==> config.mk <==
export PLATFORM = sky130hd
export DESIGN_NAME = period_timer
export DESIGN_NICKNAME = d
export VERILOG_FILES = /design/src/rtl/period_timer.v /design/src/rtl/period_timer_core.v
export VERILOG_INCLUDE_DIRS = /design/src /design/src/rtl
export SDC_FILE = /design/constraint.sdc
export NUM_CORES = 1
export LEC_CHECK = 0
export BUFFER_PORTS_ARGS = -buffer_cell sky130_fd_sc_hd__buf_2
export CAP_MARGIN = 20
export CELL_PAD_IN_SITES_DETAIL_PLACEMENT = 1
export CELL_PAD_IN_SITES_GLOBAL_PLACEMENT = 1
export CORE_UTILIZATION = 41
export CTS_BUF_LIST = sky130_fd_sc_hd__clkbuf_2
export CTS_CLUSTER_DIAMETER = 200
export DETAILED_ROUTE_END_ITERATION = 8
export PLACE_DENSITY = 0.86
export SLEW_MARGIN = 20
export SYNTH_ARGS = -nofsm -noshare
export SYNTH_HDL_FRONTEND = slang
export SYNTH_HIERARCHICAL = 1
export SYNTH_SLANG_ARGS = --single-unit
==> constraint.sdc <==
create_clock -name clk -period 2.22 [get_ports clk]
set_input_delay 0.333 -clock clk [delete_from_list [all_inputs] [get_ports clk]]
set_output_delay 0.333 -clock clk [all_outputs]
set_load 0.02 [all_outputs]
==> src/rtl/period_timer_defs.vh <==
/*
 * Constants for the 8-bit period timer: register indices, field positions,
 * reset values and scaler codes.
 * Assumes inclusion by bare name from the timer design files.
 */
`ifndef PERIOD_TIMER_DEFS_VH
`define PERIOD_TIMER_DEFS_VH

// Register indices; byte address is four times the index
`define IDX_IRQ_FLAGS     8'h0c
`define IDX_COUNT         8'h11
`define IDX_CONTROL       8'h12
`define IDX_IRQ_ENABLES   8'h8c
`define IDX_LIMIT         8'h92

// Control register fields
`define CTL_PRE_LSB       0
`define CTL_PRE_MSB       1
`define CTL_RUN_BIT       2
`define CTL_POST_LSB      3
`define CTL_POST_MSB      6
`define CTL_WMASK         8'h7f

// Interrupt flag position
`define IRQ_MATCH_BIT     1

// Reset values
`define RST_COUNT         8'h00
`define RST_CONTROL       8'h00
`define RST_LIMIT         8'hff
`define RST_IRQ           8'h00

// Instruction clock is the system clock divided by this plus one
`define INSN_DIV          2'h3

// Prescale terminal counts (divide minus one)
`define PRE_DIV1_LAST     4'h0
`define PRE_DIV4_LAST     4'h3
`define PRE_DIV16_LAST    4'hf

`endif

==> src/rtl/period_timer.v <==
/*
 * Top of the 8-bit period timer: APB slave with count, control, limit,
 * interrupt flag and enable registers, and the counting core.
 * Assumes an APB master on clk; data outputs stay synchronous to clk.
 */
// What this block does
// - Count climbs to limit, then wraps zero
// - Limit register read/write, resets to FF
// - Count read/write, cleared by reset
// - Prescale divides by 1, 4 or 16
// - Postscaler divides matches by field plus one
// - Postscaler pulse sets flag bit one
// - Count or control write clears scalers
// - Control write keeps count unchanged
// - Run bit two enables counting
// - Control layout post, run, prescale; bit7 zero
// - Raw match offered to serial port
// - Match usable as PWM time base
`include "period_timer_defs.vh"

module period_timer (
  input  wire        clk,        // System clock, 50 MHz
  input  wire        rst_b,      // Async reset, active low
  input  wire        psel,       // APB select
  input  wire        penable,    // APB enable
  input  wire        pwrite,     // APB direction
  input  wire [11:0] paddr,      // APB byte address
  input  wire [31:0] pwdata,     // APB write data
  input  wire [3:0]  pstrb,      // APB byte strobes
  output wire        pready,     // APB ready
  output reg  [31:0] prdata,     // APB read data
  output wire        pslverr,    // APB error, unmapped address
  output wire        irq,        // Level interrupt
  output wire        sspShift,   // Match pulse to serial port
  output wire        pwmBase,    // Match pulse to PWM unit
  output wire [7:0]  pwmCount    // Count for PWM comparison
);

  // Decode table entries, one per register
  localparam integer FLAGS_AT = 0;
  localparam integer COUNT_AT = 1;
  localparam integer CTL_AT   = 2;
  localparam integer EN_AT    = 3;
  localparam integer LIMIT_AT = 4;
  localparam integer N_REGS   = 5;
  localparam [39:0]  REG_IDX  = {`IDX_LIMIT, `IDX_IRQ_ENABLES, `IDX_CONTROL, `IDX_COUNT,
                                 `IDX_IRQ_FLAGS};

  // Software-visible state and next values
  reg  [7:0]  ctl_q;
  reg  [7:0]  ctl_d;
  reg  [7:0]  limit_q;
  reg  [7:0]  limit_d;
  reg  [7:0]  flags_q;
  wire [7:0]  flags_d;
  reg  [7:0]  enables_q;
  reg  [7:0]  enables_d;
  reg  [31:0] rdata_d;
  reg  [7:0]  rdByte;

  // Bus decode
  wire [9:0]  idx;
  wire        access;
  wire        rdSetup;
  wire        wrEn;
  wire        lane0;
  wire [7:0]  wrByte;
  wire [4:0]  hit;
  wire [4:0]  wrHit;
  wire        mapped;
  wire        countWr;
  wire        ctlWr;
  wire        flagsWr;
  wire        enWr;
  wire        limitWr;

  // Counting core and event flags
  wire [7:0]  count;
  wire        matchPulse;
  wire        postPulse;
  wire        run;
  wire [1:0]  preSel;
  wire [3:0]  postSel;
  wire [7:0]  flagEvent;
  wire [7:0]  flagClear;
  wire [7:0]  pending;

  assign idx     = paddr[11:2];
  assign access  = psel & penable;
  // Read data is captured in the setup cycle, so the access cycle needs no wait
  assign rdSetup = psel & ~penable & ~pwrite;
  assign pready  = 1'b1;
  // Registers are eight bits wide, so only the low lane carries data
  assign lane0   = pstrb[0];
  assign wrByte  = pwdata[7:0];
  assign wrEn    = access & pwrite & lane0;

  genvar r;
  generate
    for (r = 0; r < N_REGS; r = r + 1) begin : g_dec
      assign hit[r]   = (idx == {2'h0, REG_IDX[8*r +: 8]});
      assign wrHit[r] = wrEn & hit[r];
    end
  endgenerate

  // Unmapped accesses answer with an error and change nothing
  assign mapped  = |hit;
  assign pslverr = access & ~mapped;
  assign countWr = wrHit[COUNT_AT];
  assign ctlWr   = wrHit[CTL_AT];
  assign flagsWr = wrHit[FLAGS_AT];
  assign enWr    = wrHit[EN_AT];
  assign limitWr = wrHit[LIMIT_AT];

  always @* begin
    ctl_d = ctl_q;
    if (ctlWr) begin
      ctl_d = wrByte & `CTL_WMASK;
    end
  end

  always @* begin
    limit_d = limit_q;
    if (limitWr) begin
      limit_d = wrByte;
    end
  end

  always @* begin
    enables_d = enables_q;
    if (enWr) begin
      enables_d = wrByte;
    end
  end

  // Only the match flag has a hardware source; the other bits stay clear
  assign flagEvent = postPulse ? (8'h01 << `IRQ_MATCH_BIT) : 8'h00;
  assign flagClear = flagsWr ? wrByte : 8'h00;

  genvar b;
  generate
    for (b = 0; b < 8; b = b + 1) begin : g_flag
      // Set beats clear so an event during the clearing write is not lost
      assign flags_d[b] = flagEvent[b] | (flags_q[b] & ~flagClear[b]);
    end
  endgenerate

  always @* begin
    case (idx)
      {2'h0, `IDX_IRQ_FLAGS}:   rdByte = flags_q;
      {2'h0, `IDX_COUNT}:       rdByte = count;
      {2'h0, `IDX_CONTROL}:     rdByte = ctl_q;
      {2'h0, `IDX_IRQ_ENABLES}: rdByte = enables_q;
      {2'h0, `IDX_LIMIT}:       rdByte = limit_q;
      default:                  rdByte = 8'h00;
    endcase
  end

  // Read word holds until the next read setup
  always @* begin
    rdata_d = prdata;
    if (rdSetup) begin
      rdata_d = {24'h000000, rdByte};
    end
  end

  always @(posedge clk or negedge rst_b) begin
    if (!rst_b) begin
      ctl_q     <= `RST_CONTROL;
      limit_q   <= `RST_LIMIT;
      flags_q   <= `RST_IRQ;
      enables_q <= `RST_IRQ;
      prdata    <= 32'h00000000;
    end else begin
      ctl_q     <= ctl_d;
      limit_q   <= limit_d;
      flags_q   <= flags_d;
      enables_q <= enables_d;
      prdata    <= rdata_d;
    end
  end

  assign pending = flags_q & enables_q;
  assign irq     = |pending;

  assign run     = ctl_q[`CTL_RUN_BIT];
  assign preSel  = ctl_q[`CTL_PRE_MSB:`CTL_PRE_LSB];
  assign postSel = ctl_q[`CTL_POST_MSB:`CTL_POST_LSB];

  period_timer_core u_core (
    .clk         (clk),
    .rst_b       (rst_b),
    .run         (run),
    .preSel      (preSel),
    .postSel     (postSel),
    .periodLimit (limit_q),
    .countWr     (countWr),
    .ctlWr       (ctlWr),
    .wrData      (wrByte),
    .count_q     (count),
    .matchPulse  (matchPulse),
    .postPulse   (postPulse)
  );

  assign sspShift = matchPulse;
  assign pwmBase  = matchPulse;
  assign pwmCount = count;

endmodule

==> src/rtl/period_timer_core.v <==
/*
 * Counting core: instruction-clock divider, prescaler, 8-bit count with
 * period match, postscaler.
 * Assumes register writes arrive as one-cycle strobes from the register file.
 */
`include "period_timer_defs.vh"

module period_timer_core (
  input  wire       clk,          // System clock
  input  wire       rst_b,        // Async reset, active low
  input  wire       run,          // Counting enable
  input  wire [1:0] preSel,       // Prescale select
  input  wire [3:0] postSel,      // Postscale select
  input  wire [7:0] periodLimit,  // Period limit value
  input  wire       countWr,      // Write strobe to count
  input  wire       ctlWr,        // Write strobe to control
  input  wire [7:0] wrData,       // Write data
  output reg  [7:0] count_q,      // Current count
  output reg        matchPulse,   // Match, before postscaler
  output reg        postPulse     // Postscaler output
);

  reg  [1:0] insnDiv_q;
  reg  [3:0] pre_q;
  reg  [3:0] post_q;
  reg  [3:0] preLast;
  wire       insnTick;
  wire       incTick;
  wire       atLimit;
  wire       scalerClr;

  assign insnTick  = (insnDiv_q == `INSN_DIV);
  assign scalerClr = countWr | ctlWr;
  assign atLimit   = (count_q == periodLimit);

  always @* begin
    case (preSel)
      2'h0:    preLast = `PRE_DIV1_LAST;
      2'h1:    preLast = `PRE_DIV4_LAST;
      default: preLast = `PRE_DIV16_LAST;
    endcase
  end

  assign incTick = run & insnTick & (pre_q == preLast) & ~scalerClr;

  // Free-running divider so the timer steps at the instruction rate
  always @(posedge clk or negedge rst_b) begin
    if (!rst_b) begin
      insnDiv_q <= 2'h0;
    end else begin
      insnDiv_q <= insnDiv_q + 2'h1;
    end
  end

  always @(posedge clk or negedge rst_b) begin
    if (!rst_b) begin
      pre_q <= 4'h0;
    end else if (scalerClr) begin
      pre_q <= 4'h0;
    end else if (run && insnTick) begin
      pre_q <= (pre_q == preLast) ? 4'h0 : pre_q + 4'h1;
    end
  end

  // A count write wins over an increment in the same cycle; control writes keep count
  always @(posedge clk or negedge rst_b) begin
    if (!rst_b) begin
      count_q    <= `RST_COUNT;
      matchPulse <= 1'b0;
    end else begin
      matchPulse <= 1'b0;
      if (countWr) begin
        count_q <= wrData;
      end else if (incTick) begin
        if (atLimit) begin
          count_q    <= 8'h00;
          matchPulse <= 1'b1;
        end else begin
          count_q <= count_q + 8'h01;
        end
      end
    end
  end

  always @(posedge clk or negedge rst_b) begin
    if (!rst_b) begin
      post_q    <= 4'h0;
      postPulse <= 1'b0;
    end else begin
      postPulse <= 1'b0;
      if (scalerClr) begin
        post_q <= 4'h0;
      end else if (matchPulse) begin
        if (post_q == postSel) begin
          post_q    <= 4'h0;
          postPulse <= 1'b1;
        end else begin
          post_q <= post_q + 4'h1;
        end
      end
    end
  end

endmodule

==> impl_results.md, run 1 <==
* Main synth FF type: dfrtp_1
* Status: complete, no violations
* CTS tree: yes
* GP Congestion at 0.809
* CTS sink count at a little under 60
* R2R depth at 5
* Core ar. at 7850 sq um
* Final nets at ~420
* WHS Path Cells at 2
* Largest fanout on the critical path at 10
* Hold crit path type: in -> reg
* Syn Inst Count at approximately 310
* Headroom to the max-slew limit at about two thirds
* DRT iter0 DRCs at ~100
* Min cycle time layout at ~2000 ps
* Vias in the first global route at approximately 2,800
* DR WL/cell at between 15 and 20 um
* CP required at approximately 1900 ps
* CP endpoint kind: output pin
* Max-cap viol count at 0
* Pwr dens at around 500 nW/um^2
* Largest family of logic cells by synthesized area: compound AO/OA/AOI/OAI gates
* Worst path slowest cell: or4_4
* Initial antenna violation count at 0
* Top-area cell type share of the netlist area at 37.8%
* Simple-gate share of the synthesized area at 15.2%
* Yosys warnings at 6
* Distinct cells, synth at 59
* Final setup violation count at 0
* Total CTS buffers at 9
* Die footprint at about 8600 sq um
* Static leakage at 0.00179 uW
* Actual slew at the worst max-slew pin at between 400 and 500 ps
* Overall Power at 1900 uW
* Final Core Density at 48.7%
* Reg-to-Reg Start: limit_q[6]
* Seq/Total Area, Yosys at ~44%
* Largest net degree at the start of global routing at 60
* Compound-Gate Fraction of Synth Area at 16.0%
* Commonest cells in the netlist: dfrtp_1 (51), buf_4 (27), nand2_1 (18)
* Layout Cells excl Fill at around 470
* Final wirelength at around 9000 um
* Initial core utilization at 43.0%
* Cell taking the most area after synthesis: dfrtp_1
* Die X at 92.8 um
* WHS Endpoint: flags_q[7]
* Final Skew at 20.2 ps
* Buf/Inv on CP at 2
* Iteration count of the initial detailed-routing pass at 4
* Worst stage delay on the critical path at about 590 ps
* Placed cells at roughly 450
* Gr ovfl total at 0
* Yosys reg bits at 59
* Final period utilization at between 90% and 100%
* Die Ht at approximately 93 um
* First-pass GRT wire length at 14,200 um
* Area contributors post-synth: dfrtp_1 (38%), dfstp_2 (6.2%), buf_4 (6.0%)
* Antenna-violating nets left at 0
* Crit path max-delay family: simple AND/OR/NAND/NOR gates
* Vias at about 2,600
* Fin. max-slew vios at 0
* Area Overhead vs Synth at 13.2%
* Port buffer count at 43
* Clock transition at path regs at 160 ps
* Drt via density at around 5.6
* FF-to-FF End: u_core/count_q[1]
* Gr usage total at a little over a fifth
* Async SR Flop Fraction at 100%
* Adder-Cell Fraction of Synth Area at between 1 and 1.5%
* Worst setup SP type: input pin
* H-tree levels at 3
* Layout cells sized above 1 at a little under a third
* Reg-to-reg setup timing slack at approximately 240 ps
* Most frequent cell after synthesis: dfrtp_1
* Post_cts resized at 0
* Clock root cell: clkbuf_2
* Clk_lat worst skew at 460 ps
* Syn Std Cell Area at 3380 sq um
* Post-Synth XOR/XNOR Area at between 4 and 5%
* F_max at 490 MHz
* Dpl hpwl at ~6600 um
* IO Count at 98
* Clock Tree Buf Depth at 2
* WS Path Type: in -> out
* Arrival @ worst endpoint at between 1500 and 2000 ps
* Antenna diodes at 0
* Crit path top cell by count: buf_2
* Std cell rows at 32
* Final hold vios at 0
* Syn Area/Cell at around 11 sq um
* Max VDD drop at around 0.00024 V
* Cell-by-cell listing of the critical path: buf_2, or4_4, nor2_8, o21ai_0, and3_1, buf_2
* EDFF count, synth at 0
* Hold path startpoint: pwdata[7]
* TNS Setup at 0 ps
* DRC at 0
* Mux share of post-synthesis cell area at under 10%
* Unrepaired setup endpoints after global routing: no
==> sequential cells by signal (all words and copies together) (netlist names) <==
register and flops:
limit_q 8, u_core/count_q 8, prdata 8, u_core/matchPulse 1
enables_q 8, u_core/pre_q 4, u_core/post_q 4, ctl_q 7
flags_q 8, u_core/postPulse 1, u_core/insnDiv_q 2
==> worst max-delay path by stage <==
stage	start	to	slack, ps	depth (start not counted)
2_1_floorplan	paddr[3]	u_core/count_q[1]	5	13
3_3_place_gp	paddr[8]	u_core/count_q[1]	-50	9
3_5_place_dp	paddr[8]	u_core/count_q[4]	-110	9
4_1_cts	paddr[2]	pslverr	170	6
5_1_grt	paddr[2]	pslverr	120	6
6_report	paddr[2]	pslverr	180	6
==> through the flow <==
step	hold WS [ps]	setup slack, ps	instance area, sq um
final	102	177	3820
after global routing	60.5	119	3820
after CTS	73.0	173	3820
after detailed placement	364	-106	3710
after global placement	366	-51.6	3710
after floorplan	37.4	4.99	3500
==> metal layers <==
layer / global-route usage [%] / part of all wire [%] / up-vias
met5: 0 / 0 / -
met2: 36.6 / 51 / 103
li1: - / - / 1209
met1: 26.6 / 41 / 1305
met3: 4.60 / 5.5 / 14
met4: 10.6 / 2.7 / 0
==> placed cells by master, fill, tap and decap left out, drive strengths merged, types with 9 or more instances in the layout <==
cell type | Yosys | routed
a21oi | 9 | 9
nor3 | 10 | 10
conb | 2 | 25
dfrtp | 51 | 51
nand2 | 18 | 18
mux2 | 25 | 25
xnor2 | 16 | 16
nor2 | 9 | 9
buf | 35 | 62
clkbuf | 4 | 10
==> report_power, final <==
| part | switching, uW | internal [uW] |
|---|---|---|
| Sequential | 4.95 | 1080 |
| Clock | 392 | 256 |
| Combinational | 120 | 42.9 |
| Total | 517 | 1380 |
==> cells by family (layout without fill, tap and decap cells) <==
logic type,count (synthesis),in the layout
buffers and inverters,46,86
xor gates and xnor gates,16,16
adders and majority gates,4,4
other,2,25
DFF,59,59
and+or+nand+nor,85,85
muxes,26,26
AOI/OAI and AO/OA,68,68
==> area by class of cell <==
type                    instances  area [sq um]
inverters                       7          26.3
clock inverters                 6          56.3
fillers                       894          4030
well taps                     102           128
flip-flops and latches         59          1490
clock buffers                  10          50.0
multi-input cells             224          1680
repair buffers                 63           393
==> repair_timing <==
action,in CTS,in global routing
buffers inserted,0,0
endpoints found under the hold margin,51,0
endpoints found under the setup margin,0,0
hold buffers,1,0
Note: power is estimated with default switching activity, not from simulation.
==> run 2, diff against run 1 <==
--- a/config.mk
+++ b/config.mk
@@ -14,6 +14,7 @@
 export CTS_BUF_LIST = sky130_fd_sc_hd__clkbuf_2
 export CTS_CLUSTER_DIAMETER = 200
 export DETAILED_ROUTE_END_ITERATION = 8
+export GPL_TIMING_DRIVEN = 0
 export PLACE_DENSITY = 0.86
 export SLEW_MARGIN = 20
 export SYNTH_ARGS = -nofsm -noshare
==> impl_results.md, run 2 (same netlist as run 1, synthesis figures left out) <==
* Status: complete, no violations
* Post-CTS Setup Bufs at 0
* Buf/Inv on CP at 4
* Worst setup SP type: input pin
* Fin. max-slew vios at 0
* F_max at roughly 470 MHz
* CP required at 2600 ps
* Hold path startpoint: pwdata[7]
* Drt via density at roughly 5.6
* Final Skew at 24.6 ps
* Busiest grt layer: met2
* Design area at 3940 sq um
* Actual slew at the worst max-slew pin at around 760 ps
* Final wirelength at roughly 8800 um
* Die Ht at roughly 90 um
* Core ar. at ~8000 sq um
* Final nets at around 440
* Multi-input gate area at 1680 sq um
* Layout Cells excl Fill at roughly 490
* Vias in the first global route at 2,722
* IO Count at between 90 and 100
* Gr ovfl total at 0
* Crit path top cell by count: buf_6
* Area Overhead vs Synth at 16.5%
* DRC at 0
* Max-cap viol count at 0
* Layout cells sized above 1 at about a third
* Antenna diodes at 0
* Iteration count of the initial detailed-routing pass at 4
* Initial antenna violation count at 0
* Cell-by-cell listing of the critical path: buf_2, nor4b_2, clkbuf_2, and3_1, buf_6, or2_1, buf_6, nor2_4, o21ai_4, nor2_1, a221o_1
* Worst path slowest cell: nor4b_2
* Most frequent cells in the layout: dfrtp_1 (51), buf_2 (44), buf_4 (29)
* Clk_lat worst skew at roughly 490 ps
* Clock transition at path regs at 160 ps
* Global Route met2 Usage at a little over a third
* Met3 Use GR at 5.17%
* DRT iter0 DRCs at 183
* Headroom to the max-slew limit at about half
* Std cell rows at 32
* Fillers at 913
* R2R depth at 5
* Worst stage delay on the critical path at 400 ps
* Placed cells at around 470
* Hold crit path type: in -> reg
* Largest net degree at the start of global routing at 60
* Clock Tree Buf Depth at 2
* DR WL/cell at 17.8 um
* Port buffer count at 43
* Static leakage at 0.00187 uW
* WS Path Type: in -> reg
* Reg-to-reg setup timing slack at 220 ps
* Final hold vios at 0
* Overall Power at around 1800 uW
* Dpl hpwl at about 6400 um
* GP Congestion at just under 0.8
* Routing usage on met1 at a little over a quarter
* Max VDD drop at approximately 0.0002 V
* CTS tree: yes
* Pwr dens at between 400 and 500 nW/um^2
* Final setup violation count at 0
* Unrepaired setup endpoints after global routing: no
* FF-to-FF End: u_core/count_q[1]
* Die footprint at around 8600 sq um
* TNS Setup at 0 ps
* Reg-to-Reg Start: u_core/count_q[2]
* Vias at 2,734
* Crit path max-delay family: simple AND/OR/NAND/NOR gates
* CP endpoint kind: flop
* Largest fanout on the critical path at 10
* CTS sink count at 59
* Final period utilization at a little over nine tenths
* First-pass GRT wire length at approximately 14,000 um
* Commonest non-fill, non-tap cell in the layout: dfrtp_1
* WHS Path Cells at 2
* Total CTS buffers at 9
* Clock root cell: clkbuf_2
* WHS Endpoint: flags_q[7]
* Antenna-violating nets left at 0
* Initial core utilization at a little over two fifths
* Placement Cell Area at 3840 sq um
* Min cycle time layout at 2130 ps
* Register Area at 1490 sq um
* Die X at 92.8 um
* Gr usage total at between 20% and 30%
* H-tree levels at 3
* Arrival @ worst endpoint at 2500 ps
[run 2: worst max path at each step]
stage	startpoint	end	slack (ps)	cells past startpoint
after global placement	paddr[7]	u_core/count_q[1]	-430	11
after floorplan	paddr[3]	u_core/count_q[1]	5	13
after detailed placement	paddr[7]	u_core/count_q[1]	-540	11
after global routing	paddr[3]	pslverr	10	6
after CTS	paddr[7]	pslverr	110	7
final	paddr[7]	u_core/count_q[1]	90	11
[run 2: where the power goes]
group          leakage [uW]  internal [uW]  total [uW]  switching [uW]
Clock             0.0000528            140         546             406
Sequential         0.000739           1080        1090            5.27
Combinational       0.00108           66.9         190             123
[run 2: what timing repair did]
action / CTS / global route
gates resized for setup: 1 / 0
hold buffers: 1 / 0
setup endpoints to repair: 5 / 0
endpoints found under the hold margin: 51 / 0
[run 2: layer usage]
| layer | wire length [um] | vias to the layer above | share of wire [%] |
|---|---|---|---|
| met5 | 0 | - | 0 |
| met4 | 265 | 0 | 3.0 |
| met3 | 536 | 22 | 6.1 |
| met2 | 4270 | 108 | 49 |
| met1 | 3680 | 1358 | 42 |
| li1 | - | 1246 | - |
[run 2: through the flow]
step / setup slack (ps) / util (%) / hold slack [ps]
2_1_floorplan: 4.99 / - / 37.4
3_3_place_gp: -427 / 48.9 / 412
3_5_place_dp: -543 / 48.9 / 424
4_1_cts: 114 / 50.1 / 55.9
5_1_grt: 11.0 / 50.1 / 49.5
6_report: 93.9 / 50.1 / 69.7
[run 2: final cells by class]
cell class	instances	share of cell area, %
buffer	39	7.66
timing repair buffer	44	5.79
clock inverter	6	0.827
multi-input combinational	224	42.8
clock buffer	10	1.27
tap	102	3.24
sequential	59	37.8
inverter	7	0.668
